**src/sdbc_pkg.sv**
```systemverilog
// Package: register map, field layout and states of the SRAM/DRAM bus cycle block
package sdbc_pkg;
  // ----------------------------------------
  // Register offsets
  // ----------------------------------------
  localparam logic [7:0] OFS_BUSCFG = 8'h00;
  localparam logic [7:0] OFS_WAIT = 8'h04;
  localparam logic [7:0] OFS_MEMCTL = 8'h08;
  localparam logic [7:0] OFS_HOLD = 8'h0c;
  localparam logic [7:0] OFS_STATUS = 8'h10;
  // ----------------------------------------
  // Field positions
  // ----------------------------------------
  localparam int TYPE_LSB = 0;
  localparam int WIDTH_LSB = 8;
  localparam int MUX_LSB = 0;
  localparam int MUXEXT_BIT = 3;
  localparam int TPC_LSB = 4;
  localparam int RCD_LSB = 8;
  localparam int BURST_BIT = 10;
  localparam int DSZ_LSB = 12;
  localparam logic [2:0] TYPE_A3 = 3'h4;
  localparam logic [2:0] TYPE_A23 = 3'h5;
  localparam logic [1:0] DSZ_64 = 2'h2;
  localparam logic [2:0] SIZE_32B = 3'h4;
  localparam logic [4:0] MUX_BASE = 5'h08;
  // ----------------------------------------
  // Reset values
  // ----------------------------------------
  localparam logic [31:0] BUSCFG_RST = 32'h002aaa00;
  localparam logic [31:0] WAIT_RST = 32'h00000000;
  localparam logic [31:0] MEMCTL_RST = 32'h00001000;
  localparam logic [31:0] HOLD_RST = 32'h00000000;
  localparam logic [1:0] RESP_OKAY = 2'h0;
  localparam logic [1:0] RESP_SLVERR = 2'h2;
  // Wait states per 3-bit wait field
  localparam logic [31:0] WAIT_TABLE = 32'hfa643210;
  // ----------------------------------------
  // Sequencer states
  // ----------------------------------------
  typedef enum logic [3:0] {
    ST_IDLE, ST_FIRST, ST_WAIT, ST_SECOND, ST_HOLD, ST_PRE, ST_ROW, ST_COL, ST_LATCH
  } sdbc_state_t;
endpackage

```
**src/sdbc_bus_cycles.sv**
```systemverilog
// SRAM and DRAM external bus cycle generator with AXI4-Lite configuration
//
// Register access over AXI4-Lite and the register addresses were chosen for this implementation.
`timescale 1ns/1ps
`default_nettype none
module sdbc_bus_cycles #(
  parameter int ADDR_W = 8
) (
  input wire logic clk,
  input wire logic arst_n,
  input wire logic [ADDR_W-1:0] s_axi_awaddr,
  input wire logic s_axi_awvalid,
  output logic s_axi_awready,
  input wire logic [31:0] s_axi_wdata,
  input wire logic [3:0] s_axi_wstrb,
  input wire logic s_axi_wvalid,
  output logic s_axi_wready,
  output logic [1:0] s_axi_bresp,
  output logic s_axi_bvalid,
  input wire logic s_axi_bready,
  input wire logic [ADDR_W-1:0] s_axi_araddr,
  input wire logic s_axi_arvalid,
  output logic s_axi_arready,
  output logic [31:0] s_axi_rdata,
  output logic [1:0] s_axi_rresp,
  output logic s_axi_rvalid,
  input wire logic s_axi_rready,
  input wire logic reqValid,
  output logic reqReady,
  input wire logic reqWrite,
  input wire logic [28:0] reqAddr,
  input wire logic [2:0] reqSize,
  input wire logic [7:0] reqBe,
  input wire logic [63:0] wrData,
  output logic wrTaken,
  output logic [63:0] rdData,
  output logic rdValid,
  output logic done,
  output logic busLock,
  output logic [25:0] addrOut,
  output logic [63:0] dataOut,
  output logic dataOe,
  input wire logic [63:0] dataIn,
  input wire logic waitReqN,
  output logic bus_start_pulseN,
  output logic [6:0] area_selectN,
  output logic readStrobeN,
  output logic [7:0] writeStrobeN,
  output logic rowStrobeN,
  output logic area2_row_strobeN,
  output logic [7:0] colStrobeN,
  output logic rdWr
);
  // ----------------------------------------
  // Helpers
  // ----------------------------------------
  function automatic logic [4:0] waitCycles(input logic [2:0] f);
    waitCycles = {1'b0, sdbc_pkg::WAIT_TABLE[f*4 +: 4]};
  endfunction
  function automatic logic [25:0] rowAddr(input logic [28:0] a, input logic [2:0] sel);
    logic [4:0] sh;
    sh = sdbc_pkg::MUX_BASE + {2'h0, sel};
    rowAddr = a[25:0];
    for (int k = 1; k <= 17; k++) begin
      if (k + sh <= 25) begin
        rowAddr[k] = a[k + sh];
      end
    end
  endfunction

  // ----------------------------------------
  // Registers and AXI4-Lite slave
  // ----------------------------------------
  logic [31:0] bus_config_reg_one_q, wait_count_reg_q, memory_ctrl_reg_q, setup_hold_reg_q;
  logic awTaken_q, wTaken_q, bvalid_q, rvalid_q;
  logic [ADDR_W-1:0] awAddr_q;
  logic [31:0] wData_q, rdataReg_q, statusWord;
  logic [3:0] wStrb_q;
  logic [1:0] bresp_q, rresp_q;
  sdbc_pkg::sdbc_state_t state_q;
  logic [5:0] beatsLeft_q;

  assign s_axi_awready = !awTaken_q && !bvalid_q;
  assign s_axi_wready = !wTaken_q && !bvalid_q;
  assign s_axi_bvalid = bvalid_q;
  assign s_axi_bresp = bresp_q;
  assign s_axi_arready = !rvalid_q;
  assign s_axi_rvalid = rvalid_q;
  assign s_axi_rdata = rdataReg_q;
  assign s_axi_rresp = rresp_q;
  assign statusWord = {22'h0, beatsLeft_q, state_q};

  function automatic logic [31:0] merge(input logic [31:0] old, input logic [31:0] d, input logic [3:0] s);
    merge = old;
    for (int b = 0; b < 4; b++) begin
      if (s[b]) begin
        merge[b*8 +: 8] = d[b*8 +: 8];
      end
    end
  endfunction

  always_ff @(posedge clk or negedge arst_n) begin
    if (!arst_n) begin
      awTaken_q <= 1'b0;
      wTaken_q <= 1'b0;
      bvalid_q <= 1'b0;
      bresp_q <= sdbc_pkg::RESP_OKAY;
      awAddr_q <= '0;
      wData_q <= 32'h0;
      wStrb_q <= 4'h0;
      bus_config_reg_one_q <= sdbc_pkg::BUSCFG_RST;
      wait_count_reg_q <= sdbc_pkg::WAIT_RST;
      memory_ctrl_reg_q <= sdbc_pkg::MEMCTL_RST;
      setup_hold_reg_q <= sdbc_pkg::HOLD_RST;
    end else begin
      if (s_axi_awvalid && s_axi_awready) begin
        awTaken_q <= 1'b1;
        awAddr_q <= s_axi_awaddr;
      end
      if (s_axi_wvalid && s_axi_wready) begin
        wTaken_q <= 1'b1;
        wData_q <= s_axi_wdata;
        wStrb_q <= s_axi_wstrb;
      end
      if (awTaken_q && wTaken_q && !bvalid_q) begin
        awTaken_q <= 1'b0;
        wTaken_q <= 1'b0;
        bvalid_q <= 1'b1;
        bresp_q <= sdbc_pkg::RESP_OKAY;
        unique case (8'(awAddr_q))
          sdbc_pkg::OFS_BUSCFG: bus_config_reg_one_q <= merge(bus_config_reg_one_q, wData_q, wStrb_q);
          sdbc_pkg::OFS_WAIT: wait_count_reg_q <= merge(wait_count_reg_q, wData_q, wStrb_q);
          sdbc_pkg::OFS_MEMCTL: memory_ctrl_reg_q <= merge(memory_ctrl_reg_q, wData_q, wStrb_q);
          sdbc_pkg::OFS_HOLD: setup_hold_reg_q <= merge(setup_hold_reg_q, wData_q, wStrb_q);
          default: bresp_q <= sdbc_pkg::RESP_SLVERR;
        endcase
      end else if (bvalid_q && s_axi_bready) begin
        bvalid_q <= 1'b0;
      end
    end
  end

  always_ff @(posedge clk or negedge arst_n) begin
    if (!arst_n) begin
      rvalid_q <= 1'b0;
      rdataReg_q <= 32'h0;
      rresp_q <= sdbc_pkg::RESP_OKAY;
    end else if (s_axi_arvalid && s_axi_arready) begin
      rvalid_q <= 1'b1;
      rresp_q <= sdbc_pkg::RESP_OKAY;
      unique case (8'(s_axi_araddr))
        sdbc_pkg::OFS_BUSCFG: rdataReg_q <= bus_config_reg_one_q;
        sdbc_pkg::OFS_WAIT: rdataReg_q <= wait_count_reg_q;
        sdbc_pkg::OFS_MEMCTL: rdataReg_q <= memory_ctrl_reg_q;
        sdbc_pkg::OFS_HOLD: rdataReg_q <= setup_hold_reg_q;
        sdbc_pkg::OFS_STATUS: rdataReg_q <= statusWord;
        default: begin
          rdataReg_q <= 32'h0;
          rresp_q <= sdbc_pkg::RESP_SLVERR;
        end
      endcase
    end else if (rvalid_q && s_axi_rready) begin
      rvalid_q <= 1'b0;
    end
  end

  // ----------------------------------------
  // Configuration decode
  // ----------------------------------------
  logic [2:0] memory_type_sel, mux_select, tpc, reqArea;
  logic [1:0] row_to_column_delay, dsz, sramW;
  logic burst_enable, mux_ext_bit, reqDram, reqArea2;
  logic [3:0] reqWb;
  logic [5:0] reqBytes, reqMask;
  assign memory_type_sel = bus_config_reg_one_q[sdbc_pkg::TYPE_LSB +: 3];
  assign mux_select = memory_ctrl_reg_q[sdbc_pkg::MUX_LSB +: 3];
  assign mux_ext_bit = memory_ctrl_reg_q[sdbc_pkg::MUXEXT_BIT];
  assign tpc = memory_ctrl_reg_q[sdbc_pkg::TPC_LSB +: 3];
  assign row_to_column_delay = memory_ctrl_reg_q[sdbc_pkg::RCD_LSB +: 2];
  assign burst_enable = memory_ctrl_reg_q[sdbc_pkg::BURST_BIT];
  assign dsz = memory_ctrl_reg_q[sdbc_pkg::DSZ_LSB +: 2];
  assign reqArea = reqAddr[28:26];
  assign sramW = bus_config_reg_one_q[sdbc_pkg::WIDTH_LSB + 2*reqArea +: 2];
  assign reqArea2 = reqArea == 3'h2 && memory_type_sel == sdbc_pkg::TYPE_A23;
  assign reqDram = reqArea2 || (reqArea == 3'h3 &&
                   (memory_type_sel == sdbc_pkg::TYPE_A3 || memory_type_sel == sdbc_pkg::TYPE_A23));
  always_comb begin
    if (reqDram) begin
      // 64 bits only when area 3 is the sole DRAM space
      if (dsz == sdbc_pkg::DSZ_64 && memory_type_sel == sdbc_pkg::TYPE_A3) begin
        reqWb = 4'h8;
      end else begin
        reqWb = (dsz == 2'h0) ? 4'h2 : 4'h4;
      end
    end else begin
      reqWb = 4'(4'h1 << sramW);
    end
    reqBytes = (reqSize == sdbc_pkg::SIZE_32B) ? 6'h20 : 6'(6'h1 << reqSize[1:0]);
    reqMask = (reqBytes > 6'(reqWb)) ? 6'(reqBytes - 6'h1) : 6'h0;
  end

  // ----------------------------------------
  // Sequencer
  // ----------------------------------------
  logic [4:0] cnt_q;
  logic [28:0] base_q;
  logic [5:0] off_q, mask_q;
  logic [3:0] wb_q;
  logic [2:0] area_q;
  logic [7:0] be_q;
  logic write_q, dram_q, area2_q, beatStart_q, wrTaken_q, done_q;
  logic [1:0] waitSync_q;
  logic [28:0] curAddr;
  logic [4:0] curWait;
  logic holdRead;
  assign curAddr = base_q | {23'h0, off_q};
  assign curWait = waitCycles(wait_count_reg_q[3*area_q +: 3]);
  assign holdRead = setup_hold_reg_q[area_q] && !write_q;
  assign reqReady = state_q == sdbc_pkg::ST_IDLE;

  always_ff @(posedge clk or negedge arst_n) begin
    if (!arst_n) begin
      waitSync_q <= 2'b11;
    end else begin
      waitSync_q <= {waitSync_q[0], waitReqN};
    end
  end

  always_ff @(posedge clk or negedge arst_n) begin
    if (!arst_n) begin
      state_q <= sdbc_pkg::ST_IDLE;
      cnt_q <= 5'h0;
      beatsLeft_q <= 6'h0;
      base_q <= 29'h0;
      off_q <= 6'h0;
      mask_q <= 6'h0;
      wb_q <= 4'h1;
      area_q <= 3'h0;
      be_q <= 8'h0;
      write_q <= 1'b0;
      dram_q <= 1'b0;
      area2_q <= 1'b0;
      beatStart_q <= 1'b0;
      wrTaken_q <= 1'b0;
      done_q <= 1'b0;
      dataOut <= 64'h0;
    end else begin
      beatStart_q <= 1'b0;
      wrTaken_q <= 1'b0;
      done_q <= 1'b0;
      unique case (state_q)
        sdbc_pkg::ST_IDLE: begin
          if (reqValid) begin
            base_q <= reqAddr & ~{23'h0, reqMask};
            off_q <= reqAddr[5:0] & reqMask & ~6'(reqWb - 4'h1);
            mask_q <= reqMask;
            wb_q <= reqWb;
            beatsLeft_q <= (reqMask == 6'h0) ? 6'h1 : 6'(reqBytes / 6'(reqWb));
            area_q <= reqArea;
            be_q <= reqBe;
            write_q <= reqWrite;
            dram_q <= reqDram;
            area2_q <= reqArea2;
            dataOut <= wrData;
            wrTaken_q <= reqWrite;
            beatStart_q <= 1'b1;
            cnt_q <= 5'({2'h0, tpc} + 5'h1);
            state_q <= reqDram ? sdbc_pkg::ST_PRE : sdbc_pkg::ST_FIRST;
          end
        end
        sdbc_pkg::ST_FIRST: begin
          cnt_q <= curWait;
          state_q <= (curWait != 5'h0) ? sdbc_pkg::ST_WAIT : sdbc_pkg::ST_SECOND;
        end
        sdbc_pkg::ST_WAIT: begin
          if (cnt_q > 5'h1) begin
            cnt_q <= cnt_q - 5'h1;
          end else if (waitSync_q[1]) begin
            state_q <= sdbc_pkg::ST_SECOND;
          end
          // External wait held low keeps the last wait state
        end
        sdbc_pkg::ST_SECOND: begin
          if (holdRead) begin
            state_q <= sdbc_pkg::ST_HOLD;
          end else if (beatsLeft_q > 6'h1) begin
            state_q <= sdbc_pkg::ST_FIRST;
            beatStart_q <= 1'b1;
            wrTaken_q <= write_q;
            dataOut <= wrData;
          end else begin
            state_q <= sdbc_pkg::ST_IDLE;
            done_q <= 1'b1;
          end
          beatsLeft_q <= beatsLeft_q - 6'h1;
          off_q <= (off_q + 6'(wb_q)) & mask_q;
        end
        sdbc_pkg::ST_HOLD: begin
          if (beatsLeft_q != 6'h0) begin
            state_q <= sdbc_pkg::ST_FIRST;
            beatStart_q <= 1'b1;
          end else begin
            state_q <= sdbc_pkg::ST_IDLE;
            done_q <= 1'b1;
          end
        end
        sdbc_pkg::ST_PRE: begin
          cnt_q <= cnt_q - 5'h1;
          if (cnt_q == 5'h1) begin
            cnt_q <= 5'({3'h0, row_to_column_delay} + 5'h1);
            state_q <= sdbc_pkg::ST_ROW;
          end
        end
        sdbc_pkg::ST_ROW: begin
          cnt_q <= cnt_q - 5'h1;
          if (cnt_q == 5'h1) begin
            cnt_q <= curWait + 5'h1;
            state_q <= sdbc_pkg::ST_COL;
          end
        end
        sdbc_pkg::ST_COL: begin
          cnt_q <= cnt_q - 5'h1;
          if (cnt_q == 5'h1) begin
            state_q <= sdbc_pkg::ST_LATCH;
          end
        end
        sdbc_pkg::ST_LATCH: begin
          beatsLeft_q <= beatsLeft_q - 6'h1;
          off_q <= (off_q + 6'(wb_q)) & mask_q;
          if (beatsLeft_q > 6'h1) begin
            beatStart_q <= 1'b1;
            wrTaken_q <= write_q;
            dataOut <= wrData;
            if (burst_enable) begin
              cnt_q <= curWait + 5'h1;
              state_q <= sdbc_pkg::ST_COL;
            end else begin
              cnt_q <= 5'({2'h0, tpc} + 5'h1);
              state_q <= sdbc_pkg::ST_PRE;
            end
          end else begin
            state_q <= sdbc_pkg::ST_IDLE;
            done_q <= 1'b1;
          end
        end
        default: state_q <= sdbc_pkg::ST_IDLE;
      endcase
    end
  end

  // ----------------------------------------
  // Read data capture through two flops
  // ----------------------------------------
  logic [63:0] din1_q, din2_q;
  logic [1:0] latPipe_q;
  logic latchNow;
  assign latchNow = !write_q && (state_q == sdbc_pkg::ST_LATCH || state_q == sdbc_pkg::ST_SECOND);
  always_ff @(posedge clk or negedge arst_n) begin
    if (!arst_n) begin
      din1_q <= 64'h0;
      din2_q <= 64'h0;
      latPipe_q <= 2'h0;
      rdData <= 64'h0;
      rdValid <= 1'b0;
    end else begin
      din1_q <= dataIn;
      din2_q <= din1_q;
      latPipe_q <= {latPipe_q[0], latchNow};
      rdValid <= latPipe_q[1];
      if (latPipe_q[1]) begin
        rdData <= din2_q;
      end
    end
  end

  // ----------------------------------------
  // Pin decode
  // ----------------------------------------
  logic sramActive, rasActive;
  logic [7:0] widthLanes, lanes, colLanes;
  assign sramActive = !dram_q && (state_q == sdbc_pkg::ST_FIRST || state_q == sdbc_pkg::ST_WAIT ||
                      state_q == sdbc_pkg::ST_SECOND);
  assign rasActive = dram_q && (state_q == sdbc_pkg::ST_ROW || state_q == sdbc_pkg::ST_COL ||
                     state_q == sdbc_pkg::ST_LATCH);
  assign widthLanes = 8'((9'h1 << wb_q) - 9'h1);
  assign lanes = (beatsLeft_q != 6'h0 && mask_q == 6'h0) ? (be_q & widthLanes) : widthLanes;
  assign wrTaken = wrTaken_q;
  assign done = done_q;
  assign busLock = state_q != sdbc_pkg::ST_IDLE;
  assign bus_start_pulseN = !beatStart_q;
  assign readStrobeN = !((sramActive || state_q == sdbc_pkg::ST_HOLD) && !write_q);
  assign writeStrobeN = (sramActive && write_q) ? ~lanes : 8'hff;
  assign rowStrobeN = !(rasActive && !area2_q);
  assign area2_row_strobeN = !(rasActive && area2_q);
  assign colLanes = write_q ? lanes : widthLanes;
  assign colStrobeN = (state_q == sdbc_pkg::ST_COL) ?
                      ~(area2_q ? 8'(colLanes << 4) : colLanes) : 8'hff;
  assign rdWr = !(write_q && busLock);
  assign dataOe = write_q && busLock;
  always_comb begin
    area_selectN = 7'h7f;
    if (sramActive) begin
      area_selectN[area_q] = 1'b0;
    end
    if (dram_q && (state_q == sdbc_pkg::ST_PRE || state_q == sdbc_pkg::ST_ROW)) begin
      addrOut = rowAddr(curAddr, mux_ext_bit ? 3'h0 : mux_select);
    end else begin
      addrOut = curAddr[25:0];
    end
  end

  // ----------------------------------------
  // Assertions
  // ----------------------------------------
  bus_start_a: assert property (@(posedge clk) disable iff (!arst_n)
    !bus_start_pulseN |=> bus_start_pulseN) else $error("bus start longer than one cycle");
  no_wait_a: assert property (@(posedge clk) disable iff (!arst_n)
    state_q == sdbc_pkg::ST_FIRST && curWait == 5'h0 |=> state_q == sdbc_pkg::ST_SECOND)
    else $error("no-wait access not two cycles");
  select_span_a: assert property (@(posedge clk) disable iff (!arst_n)
    state_q == sdbc_pkg::ST_FIRST |-> !area_selectN[area_q]) else $error("area select missing");
  wait_insert_a: assert property (@(posedge clk) disable iff (!arst_n)
    state_q == sdbc_pkg::ST_FIRST && curWait != 5'h0 |=> state_q == sdbc_pkg::ST_WAIT)
    else $error("wait state not inserted");
  ext_wait_a: assert property (@(posedge clk) disable iff (!arst_n)
    state_q == sdbc_pkg::ST_WAIT && cnt_q == 5'h1 && !waitSync_q[1] |=> state_q == sdbc_pkg::ST_WAIT)
    else $error("external wait ignored");
  read_lanes_a: assert property (@(posedge clk) disable iff (!arst_n)
    !write_q |-> writeStrobeN == 8'hff) else $error("write strobe on read");
  dram_basic_a: assert property (@(posedge clk) disable iff (!arst_n)
    state_q == sdbc_pkg::ST_PRE && cnt_q == 5'h1 && row_to_column_delay == 2'h0 && curWait == 5'h0 |=>
    state_q == sdbc_pkg::ST_ROW ##1 state_q == sdbc_pkg::ST_COL ##1 state_q == sdbc_pkg::ST_LATCH)
    else $error("basic DRAM access not four states");
  fast_page_a: assert property (@(posedge clk) disable iff (!arst_n)
    state_q == sdbc_pkg::ST_LATCH && burst_enable && beatsLeft_q > 6'h1 |=>
    state_q == sdbc_pkg::ST_COL && !(rowStrobeN && area2_row_strobeN)) else $error("fast page reopened row");
  sram_read_c: cover property (@(posedge clk) disable iff (!arst_n)
    state_q == sdbc_pkg::ST_SECOND && !write_q);
  dram_burst_c: cover property (@(posedge clk) disable iff (!arst_n)
    state_q == sdbc_pkg::ST_LATCH && burst_enable && beatsLeft_q > 6'h1);
  ext_wait_c: cover property (@(posedge clk) disable iff (!arst_n)
    state_q == sdbc_pkg::ST_WAIT && cnt_q == 5'h1 && !waitSync_q[1]);
endmodule // sdbc_bus_cycles
`default_nettype wire

```
**config.mk**
```make
export PLATFORM = sky130hd
export DESIGN_NAME = sdbc_bus_cycles
export DESIGN_NICKNAME = d
export VERILOG_FILES = /design/src/sdbc_pkg.sv /design/src/sdbc_bus_cycles.sv
export SDC_FILE = /design/constraint.sdc
export NUM_CORES = 1
export LEC_CHECK = 0
export BUFFER_PORTS_ARGS = -buffer_cell sky130_fd_sc_hd__buf_2
export CAP_MARGIN = 10
export CORE_MARGIN = 2
export CORE_UTILIZATION = 45
export DETAILED_ROUTE_END_ITERATION = 7
export PLACE_DENSITY = 0.66
export SLEW_MARGIN = 40
export SYNTH_ARGS = -nofsm -noshare
export SYNTH_HDL_FRONTEND = slang
export SYNTH_SLANG_ARGS = --single-unit
```
**constraint.sdc**
```tcl
create_clock -name clk -period 24.1 [get_ports clk]
set_input_delay 2.41 -clock clk [delete_from_list [all_inputs] [get_ports clk]]
set_output_delay 2.41 -clock clk [all_outputs]
set_load 0.02 [all_outputs]
```
==> results.sh, run 1 <==
export IMPL_outcome="complete, no violations"
export IMPL_p_total_mw=3.68
export IMPL_nFillCells=4583
export IMPL_netlist_area_um2=24500
export IMPL_fin_worst_skew_ns=0.0140
export IMPL_route_detailed_drc=0
export IMPL_drtAntennaViolNets=0
export IMPL_wirelength_mm=65.0
export IMPL_coreArea_um2=53800
export IMPL_r2r_worst_path_cells=38
export IMPL_synthDistinctLibCells=83
export IMPL_cts_hold_buf=0
export IMPL_power_density_nw_per_um2=125
export IMPL_initial_utilization_pct=45.4
export IMPL_avgSynthCellArea_um2=12.3
export IMPL_postCtsSetupBuffers=0
export IMPL_synth_top_family_by_area="multiplexers"
export IMPL_syn2layout_area_growth_pct=20.4
export IMPL_tightest_slew_ns=0.853
export IMPL_drive_gt1_share_pct=30.2
export IMPL_grt_ovfl_total=0
export IMPL_fin_crit_ns=10.58
export IMPL_gp_congestion=0.919
export IMPL_grt_setup_unrepaired="no"
export IMPL_hold_path_depth=0
export IMPL_die_h_um=237
export IMPL_ys_seq_elements=545
export IMPL_max_stage_delay_ns=0.58
export IMPL_irDropWorstVdd_v=0.0000747
export IMPL_nNetsFinal=2715
export IMPL_crit_required_ns=24.59
export IMPL_critPathKind="input pin to flop"
export IMPL_synth_edff_count=0
export IMPL_fin_area_um2=29500
export IMPL_firstDrtPassIters=6
export IMPL_synth_compound_area_share_pct=8.12
export IMPL_max_clock_path_buffers=3
export IMPL_cts_sinks=545
export IMPL_cp_data_arrival_time_ns=11.07
export IMPL_synth_async_sr_flop_share_pct=100
export IMPL_hold_path_class="flop to flop"
export IMPL_avgRoutedWirePerCell_um=20.5
export IMPL_min_from="din1_q[27]"
export IMPL_cp_max_fo=11
export IMPL_synth_area_leader_cell="dfrtp_1"
export IMPL_first_global_vias=17600
export IMPL_ctsResizeCount=0
export IMPL_finalMaxSlewViolations=0
export IMPL_htreeDepth=2
export IMPL_drt_iter0_drc=1208
export IMPL_yosys_area_share_adder_pct=3.36
export IMPL_leakagePower_nw=14.0
export IMPL_antenna_found_initial=11
export IMPL_fp_row_count=85
export IMPL_cap_violations=0
export IMPL_grt_pass1_wl_mm=101
export IMPL_ys_warn_count=0
export IMPL_route_vias_total=17400
export IMPL_grt_use_total_pct=23.0
export IMPL_yosys_area_share_simple_pct=9.40
export IMPL_netlist_area_leader_share_pct=54.6
export IMPL_yosys_top_cells_area="dfrtp_1 55%, mux2_1 10%, mux2_2 4.3%"
export IMPL_r2r_end="beatsLeft_q[0]"
export IMPL_hold_viol=0
export IMPL_r2r_start="bus_config_reg_one_q[11]"
export IMPL_synth_most_common_cell="dfrtp_1"
export IMPL_clk_pin_slew_ns=0.06
export IMPL_netlist_instances=1983
export IMPL_setup_tns_final_ns=0
export IMPL_crit_path_end_kind="flop"
export IMPL_io_pins=459
export IMPL_cts_tree="built"
export IMPL_die_area_um2=56200
export IMPL_whs_ns=0.344
export IMPL_min_period_over_period_pct=43.9
export IMPL_synth_seq_area_share_pct=55.8
export IMPL_setup_viol=0
export IMPL_cts_root_buf="clkbuf_16"
export IMPL_clkLatencyLatePin_ns=0.62
export IMPL_fp_dieW_um=237
export IMPL_synth_xor_area_share_pct=0.466
export IMPL_grt_max_degree=114
export IMPL_max_freq_ghz=0.0945
export IMPL_slowest_stage="a22oi_1"
export IMPL_yosys_most_used_dff="dfrtp_1"
export IMPL_synth_common_cells="534 x dfrtp_1, 260 x nand2_1, 223 x mux2_1"
export IMPL_io_buffer_count=456
export IMPL_numCtsBuffers=56
export IMPL_worstSetupStartpointType="input pin"
export IMPL_slew_headroom_pct=42.9
export IMPL_cpMostUsedCell="o21a_1"
export IMPL_reg2reg_slack_ns=15.13
export IMPL_muxShareOfSynthArea_pct=20.5
export IMPL_hold_end="din2_q[27]"
export IMPL_place_hpwl_mm=47.3
export IMPL_routed_via_density=5.50
export IMPL_placed_cell_area_um2=27400
## per-layer routing
| layer | wire [um] | GRT usage [%] |
|---|---|---|
| met1 | 28200 | 30.9 |
| met3 | 4240 | 5.14 |
| met2 | 30500 | 37.0 |
| met4 | 1960 | 7.66 |
| met5 | 74 | 0 |
## flip-flops by register name (all words and copies together) (netlist names), 29 cells and up
register	count
s_axi_rdata	32
setup_hold_reg_q	32
rdData	64
wData_q	32
dataOut	64
base_q	29
wait_count_reg_q	32
din1_q	64
bus_config_reg_one_q	32
memory_ctrl_reg_q	32
din2_q	64
## report_power, final
group	switching (mW)	leakage (nW)	total [mW]	internal [mW]
Clock	0.366	0.952	0.902	0.536
Sequential	0.218	6.79	1.39	1.17
Combinational	0.815	6.24	1.39	0.575
Total	1.40	14.0	3.68	2.28
## critical path: cells and delay by family
family / cells / cell delay, ns
AO/OA/AOI/OAI: 19 / 4.04
AND/OR/NAND/NOR: 9 / 2.01
adder cells (fa/ha/maj): 6 / 1.52
multiplexers: 3 / 0.73
buffers and inverters: 2 / 0.33
## worst max-delay path by stage
stage | start | endpoint | depth (start not counted)
2_1_floorplan | reqAddr[27] | beatsLeft_q[0] | 39
3_3_place_gp | reqAddr[26] | beatsLeft_q[0] | 39
3_5_place_dp | reqAddr[26] | beatsLeft_q[0] | 39
4_1_cts | reqAddr[26] | beatsLeft_q[0] | 39
5_1_grt | reqAddr[26] | beatsLeft_q[0] | 40
6_report | reqAddr[26] | beatsLeft_q[0] | 39
## kinds of logic after synthesis
family,after synthesis
flops,545
simple gates,505
mux,412
compound gates,303
buf+inv,139
fa+ha+maj,65
xor+xnor,13
other cells,1
## cells in the final DEF (no fill, tap or decap), types with 12 or more instances in the layout
master	Yosys	final
dfrtp_1	534	533
buf_2	7	456
nand2_1	260	258
mux2_1	223	223
mux2_2	93	93
nor2_1	89	79
o21ai_1	74	74
ha_1	64	64
clkbuf_16	0	57
mux2i_1	56	56
o21ai_0	39	39
a21oi_1	41	38
mux4_2	37	37
inv_1	31	31
nor3_1	26	26
nand3_1	23	23
nor2b_1	19	19
a31oi_1	19	19
o21a_1	16	16
nand2b_1	16	15
a22o_1	15	15
clkbuf_1	76	14
clkbuf_8	0	13
a21o_1	12	12
## area by class of cell
class / instances / area, um^2 / area share, %
Tap cell: 696 / 871 / 2.96
Clock buffer: 82 / 1630 / 5.53
Sequential cell: 545 / 13700 / 46.3
Antenna cell: 5 / 12.5 / 0.0425
Multi-Input combinational cell: 1301 / 10300 / 35.0
Clock inverter: 22 / 313 / 1.06
Inverter: 38 / 143 / 0.484
Timing Repair Buffer: 478 / 2520 / 8.55
## through the flow
step           std cells  util (%)  worst slack (ns)
2_1_floorplan       1985         -             14.36
4_1_cts             3160      54.6             13.67
3_3_place_gp        3055      50.9             13.38
5_1_grt             3164      54.7             12.91
3_5_place_dp        3056      50.9             13.00
6_report            3167      54.7             13.52
Note: power is estimated with default switching activity, not from simulation.
==> inputs of run 2 (changes only) <==
==> constraint.sdc (replaced) <==
create_clock -name clk -period 10.97 [get_ports clk]
set_input_delay 1.097 -clock clk [delete_from_list [all_inputs] [get_ports clk]]
set_output_delay 1.097 -clock clk [all_outputs]
set_load 0.02 [all_outputs]
==> run 2 against run 1 <==
Sequential share of layout area fell by 0.12 points. First-iteration DRC count rose by 3.2%. Wire length fell by 0.38%. Clock skew rose by 0.0084 ns. Design area rose by 0.26%. Utilization rose by 0.14 points. Via count fell by 0.28%. Critical path depth did not move. Die area did not move. Worst setup slack got worse by 12 ns. Critical endpoint unchanged. Clock power rose by 120%.
==> results.sh, run 2 (synthesized netlist as in run 1, its figures left out) <==
export IMPL_outcome="complete, no violations"
export IMPL_tightest_slew_ns=0.855
export IMPL_grt_max_degree=138
export IMPL_worstSetupStartpointType="input pin"
export IMPL_cts_hold_buf=0
export IMPL_routed_via_density=5.48
export IMPL_avgRoutedWirePerCell_um=20.4
export IMPL_nFillCells=4585
export IMPL_switchingPower_mw=3.10
export IMPL_numCtsBuffers=57
export IMPL_hold_viol=0
export IMPL_p_total_mw=8.13
export IMPL_clk_pin_slew_ns=0.06
export IMPL_slew_headroom_pct=43.0
export IMPL_critPathKind="input pin to flop"
export IMPL_ctsResizeCount=0
export IMPL_cap_violations=0
export IMPL_multi_input_area_um2=10300
export IMPL_clkLatencyLatePin_ns=0.62
export IMPL_antenna_found_initial=6
export IMPL_drtAntennaViolNets=0
export IMPL_place_hpwl_mm=46.8
export IMPL_grt_ovfl_total=0
export IMPL_placed_cell_area_um2=27400
export IMPL_max_clock_path_buffers=3
export IMPL_htreeDepth=2
export IMPL_cts_tree="built"
export IMPL_fp_row_count=85
export IMPL_wirelength_mm=64.7
export IMPL_drt_iter0_drc=1247
export IMPL_layout_cells_most_common="dfrtp_1"
export IMPL_swShare_pct=38.1
export IMPL_fin_area_um2=29500
export IMPL_cts_sinks=545
export IMPL_crit_required_ns=11.44
export IMPL_initial_utilization_pct=45.4
export IMPL_setup_tns_final_ns=0
export IMPL_min_period_over_period_pct=84.4
export IMPL_postCtsSetupBuffers=0
export IMPL_firstDrtPassIters=5
export IMPL_crit_path_end_kind="flop"
export IMPL_die_h_um=237
export IMPL_grt_pass1_wl_mm=101
export IMPL_combPwrFrac_pct=37.5
export IMPL_whs_ns=0.332
export IMPL_irDropWorstVdd_v=0.000203
export IMPL_cp_data_arrival_time_ns=9.73
export IMPL_max_freq_ghz=0.108
export IMPL_coreArea_um2=53800
export IMPL_max_stage_delay_ns=0.50
export IMPL_fin_worst_skew_ns=0.0224
export IMPL_route_detailed_drc=0
export IMPL_cts_root_buf="clkbuf_16"
export IMPL_layout_common_cells="533 x dfrtp_1, 455 x buf_2, 258 x nand2_1, 223 x mux2_1, 93 x mux2_2"
export IMPL_io_buffer_count=456
export IMPL_ff_latch_area_um2=13700
export IMPL_grt_setup_unrepaired="no"
export IMPL_gp_congestion=0.932
export IMPL_die_area_um2=56200
export IMPL_cpMostUsedCell="o21a_1"
export IMPL_first_global_vias=17500
export IMPL_power_density_nw_per_um2=275
export IMPL_drive_gt1_share_pct=30.6
export IMPL_nNetsFinal=2716
export IMPL_io_pins=459
export IMPL_leakagePower_nw=14.0
export IMPL_pwr_share_clk_pct=24.8
export IMPL_finalMaxSlewViolations=0
export IMPL_hold_path_class="input pin to async pin"
export IMPL_grt_use_total_pct=22.9
export IMPL_setup_viol=0
export IMPL_p_int_mw=5.03
export IMPL_fp_dieW_um=237
export IMPL_syn2layout_area_growth_pct=20.7
export IMPL_power_frac_seq_pct=37.7
export IMPL_cp_max_fo=11
export IMPL_fin_crit_ns=9.26
export IMPL_route_vias_total=17400
export IMPL_dp_cells=3055
export IMPL_slowest_stage="a22oi_1"
export IMPL_final_cell_count_no_fill=3168
export IMPL_reg2reg_slack_ns=2.00
## run 2: path summary, 6_finish.rpt
check | from | end | cells past startpoint
min in group clk | din1_q[34] | din2_q[34] | 0
worst min register to register | din1_q[34] | din2_q[34] | 0
worst min-delay path | arst_n | din2_q[35] | 1
max in group asynchronous | arst_n | dataOut[53] | 5
worst max-delay path | reqAddr[26] | beatsLeft_q[0] | 39
worst max register to register | bus_config_reg_one_q[11] | beatsLeft_q[0] | 38
## run 2: cell type report
cell class,count,share of cell area [%]
Antenna cell,2,0.0169
Clock buffer,78,5.54
Clock inverter,30,1.20
Inverter,38,0.483
Multi-Input combinational cell,1301,35.0
Sequential cell,545,46.2
Tap cell,696,2.95
Timing Repair Buffer,478,8.63
## run 2: layer usage
layer | GRT usage [%] | share of wire, % | up-vias
met1 | 31.3 | 44 | 8750
met4 | 7.07 | 2.9 | 6
met3 | 4.65 | 6.2 | 118
li1 | - | - | 7987
met5 | 0 | 0.053 | -
met2 | 37.0 | 47 | 515
## run 2: power groups by stage
stage	combinational [mW]	sequential, mW	clock, mW
final	3.05	3.07	2.01
after global routing	3.32	3.14	2.16
after CTS	3.05	3.06	2.07
after detailed placement	3.04	3.08	0
after global placement	2.97	3.06	0
after floorplan	1.89	3.19	0
## run 2: metrics by stage
step	util (%)	setup WS, ns
2_1_floorplan	-	2.55
3_3_place_gp	50.9	1.51
3_5_place_dp	51.0	1.17
4_1_cts	54.7	1.84
5_1_grt	54.9	1.23
6_report	54.9	1.71
## run 2: worst max-delay path: cells and delay by family
kind,cells,cell delay [ns]
compound gates,19,4.03
fa+ha+maj,6,1.51
buf+inv,2,0.32
mux,3,0.78
simple gates,9,2.00
==> inputs of run 3 (changes only) <==
--- a/config.mk
+++ b/config.mk
@@ -5,6 +5,7 @@
 export SDC_FILE = /design/constraint.sdc
 export NUM_CORES = 1
 export LEC_CHECK = 0
+export ABC_AREA = 1
 export BUFFER_PORTS_ARGS = -buffer_cell sky130_fd_sc_hd__buf_2
 export CAP_MARGIN = 10
 export CORE_MARGIN = 2
==> constraint.sdc (replaced) <==
create_clock -name clk -period 8.85 [get_ports clk]
set_input_delay 0.885 -clock clk [delete_from_list [all_inputs] [get_ports clk]]
set_output_delay 0.885 -clock clk [all_outputs]
set_load 0.02 [all_outputs]
==> run 3 against run 2 <==
Global-route usage rose by 2.1 points. Synthesized cell count up 26%. First-iteration DRC count rose by 10%. Synthesized area is 1.2% lower. Worst hold slack worse by 0.17 ns. Non-clock buffer count did not move. Utilization barely moved. Highest routed layer unchanged.
==> results.sh, run 3 <==
export IMPL_cp_data_arrival_time_ns=8.40
export IMPL_route_vias_total=19600
export IMPL_synth_compound_area_share_pct=12.6
export IMPL_max_freq_ghz=0.126
export IMPL_slowest_stage="nor2_1"
export IMPL_nNetsFinal=3247
export IMPL_numCtsBuffers=56
export IMPL_drive_gt1_share_pct=23.6
export IMPL_wirelength_mm=70.0
export IMPL_cap_violations=0
export IMPL_avgSynthCellArea_um2=9.64
export IMPL_fp_row_count=84
export IMPL_synth_xor_area_share_pct=0.580
export IMPL_yosys_top_cells_area="dfrtp_1 55%, nand2_1 8.6%, o21ai_0 6.3%"
export IMPL_antenna_found_initial=14
export IMPL_irDropWorstVdd_v=0.000223
export IMPL_initial_utilization_pct=45.7
export IMPL_finalMaxSlewViolations=0
export IMPL_hold_viol=0
export IMPL_cts_tree="built"
export IMPL_netlist_instances=2505
export IMPL_worstSetupStartpointType="input pin"
export IMPL_crit_required_ns=9.34
export IMPL_layout_cells_most_common="nand2_1"
export IMPL_synth_common_cells="553 x nand2_1, 534 x dfrtp_1, 303 x o21ai_0"
export IMPL_drt_iter0_drc=1376
export IMPL_ys_seq_elements=545
export IMPL_synth_seq_area_share_pct=56.5
export IMPL_grt_use_total_pct=25.0
export IMPL_slew_headroom_pct=45.1
export IMPL_max_clock_path_buffers=3
export IMPL_critPathKind="input pin to flop"
export IMPL_ctsResizeCount=0
export IMPL_yosys_area_share_adder_pct=3.40
export IMPL_synthDistinctLibCells=60
export IMPL_coreArea_um2=52900
export IMPL_postCtsSetupBuffers=0
export IMPL_io_pins=459
export IMPL_netlist_area_um2=24200
export IMPL_setup_tns_final_ns=0
export IMPL_yosys_area_share_simple_pct=14.5
export IMPL_grt_ovfl_total=0
export IMPL_setup_viol=0
export IMPL_dp_cells=3580
export IMPL_power_density_nw_per_um2=365
export IMPL_synth_async_sr_flop_share_pct=100
export IMPL_die_h_um=236
export IMPL_max_stage_delay_ns=0.36
export IMPL_io_buffer_count=456
export IMPL_layout_common_cells="551 x nand2_1, 533 x dfrtp_1, 455 x buf_2, 303 x o21ai_0, 244 x inv_1"
export IMPL_min_period_over_period_pct=89.3
export IMPL_hold_path_class="input pin to async pin"
export IMPL_final_cell_count_no_fill=3689
export IMPL_netlist_area_leader_share_pct=55.3
export IMPL_first_global_vias=19500
export IMPL_clkLatencyLatePin_ns=0.60
export IMPL_crit_path_end_kind="flop"
export IMPL_yosys_most_used_dff="dfrtp_1"
export IMPL_cts_hold_buf=0
export IMPL_drtAntennaViolNets=0
export IMPL_leakagePower_nw=14.3
export IMPL_synth_top_family_by_area="simple AND/OR/NAND/NOR gates"
export IMPL_grt_pass1_wl_mm=110
export IMPL_routed_via_density=5.30
export IMPL_cts_root_buf="clkbuf_16"
export IMPL_fin_crit_ns=7.91
export IMPL_cts_sinks=545
export IMPL_fp_dieW_um=236
export IMPL_muxShareOfSynthArea_pct=6.55
export IMPL_grt_max_degree=145
export IMPL_critPathLaunch="reqAddr[26]"
export IMPL_place_hpwl_mm=51.5
export IMPL_synth_area_leader_cell="dfrtp_1"
export IMPL_grt_setup_unrepaired="no"
export IMPL_ys_warn_count=0
export IMPL_firstDrtPassIters=6
export IMPL_die_area_um2=55500
export IMPL_cpMostUsedCell="nand2_1"
export IMPL_syn2layout_area_growth_pct=20.1
export IMPL_synth_edff_count=0
export IMPL_synth_most_common_cell="nand2_1"
export IMPL_r2r_start="bus_config_reg_one_q[18]"
export IMPL_outcome="complete, no violations"
export IMPL_htreeDepth=2
export IMPL_cp_max_fo=12
export IMPL_avgRoutedWirePerCell_um=19.0
export IMPL_gp_congestion=0.942
export IMPL_route_detailed_drc=0
export IMPL_tightest_slew_ns=0.818
export IMPL_nFillCells=4667
export IMPL_clk_pin_slew_ns=0.06
export IMPL_fin_worst_skew_ns=0.0209
[run 3: cells by family after synthesis]
family	Yosys count
AOI/OAI and AO/OA	539
muxes	140
buffers and inverters	348
xor gates and xnor gates	16
DFF	545
and+or+nand+nor	851
adders and majority gates	65
other	1
[run 3: worst paths after layout]
kind                             endpoint  slack [ns]  depth (start not counted)
max in group asynchronous  beatsLeft_q[5]        7.14                          3
setup reg to reg           beatsLeft_q[0]        1.16                         55
min in group clk               din2_q[28]        0.34                          0
hold / removal                 din2_q[52]        0.16                          1
hold reg to reg                din2_q[28]        0.34                          0
setup / recovery           beatsLeft_q[0]        0.94                         57
[run 3: worst max-delay path: cells and delay by family]
family                     cells  cell delay [ns]
AOI/OAI and AO/OA             11             1.86
adders and majority gates      6             1.73
buffers and inverters          8             0.71
and+or+nand+nor               32             3.19
[run 3: where the power goes]
part           total [mW]  switching, mW  internal (mW)  leakage [nW]
clock network        2.34          0.981           1.36         0.890
logic                4.50           2.91           1.59          6.76
registers            3.76          0.478           3.28          6.65
total                10.6           4.37           6.23          14.3
[run 3: routing by layer]
metal | vias up | part of all wire [%] | global-route usage (%)
met1 | 9434 | 42 | 32.2
met2 | 777 | 47 | 41.5
met4 | 12 | 3.5 | 9.42
li1 | 9197 | - | -
met5 | - | 0.11 | 0
met3 | 144 | 7.2 | 5.35
[run 3: layout make-up]
cell class                      count  area [um^2]  share of cell area, %
Inverter                          257          965                   3.32
Timing Repair Buffer              478         2560                   8.83
Clock inverter                     20          228                  0.785
Clock buffer                       81         1590                   5.46
Multi-Input combinational cell   1614         9150                   31.5
Sequential cell                   545        13700                   47.0
Tap cell                          688          861                   2.97
Antenna cell                        6         15.0                 0.0517
[run 3: per-stage QoR]
| stage | power [mW] | instance area (um^2) | hold slack [ns] | setup WS (ns) | utilization [%] |
|---|---|---|---|---|---|
| detailed placement | 8.27 | 27100 | 0.335 | 0.369 | 51.3 |
| CTS | 10.6 | 28900 | 0.331 | 0.978 | 54.8 |
| floorplan | 6.82 | 24200 | 0.331 | 1.37 | - |
| global route | 11.3 | 29000 | 0.156 | 0.0673 | 54.9 |
| global placement | 8.11 | 27100 | 0.331 | 0.625 | 51.2 |
| finish | 10.6 | 29000 | 0.165 | 0.943 | 54.9 |
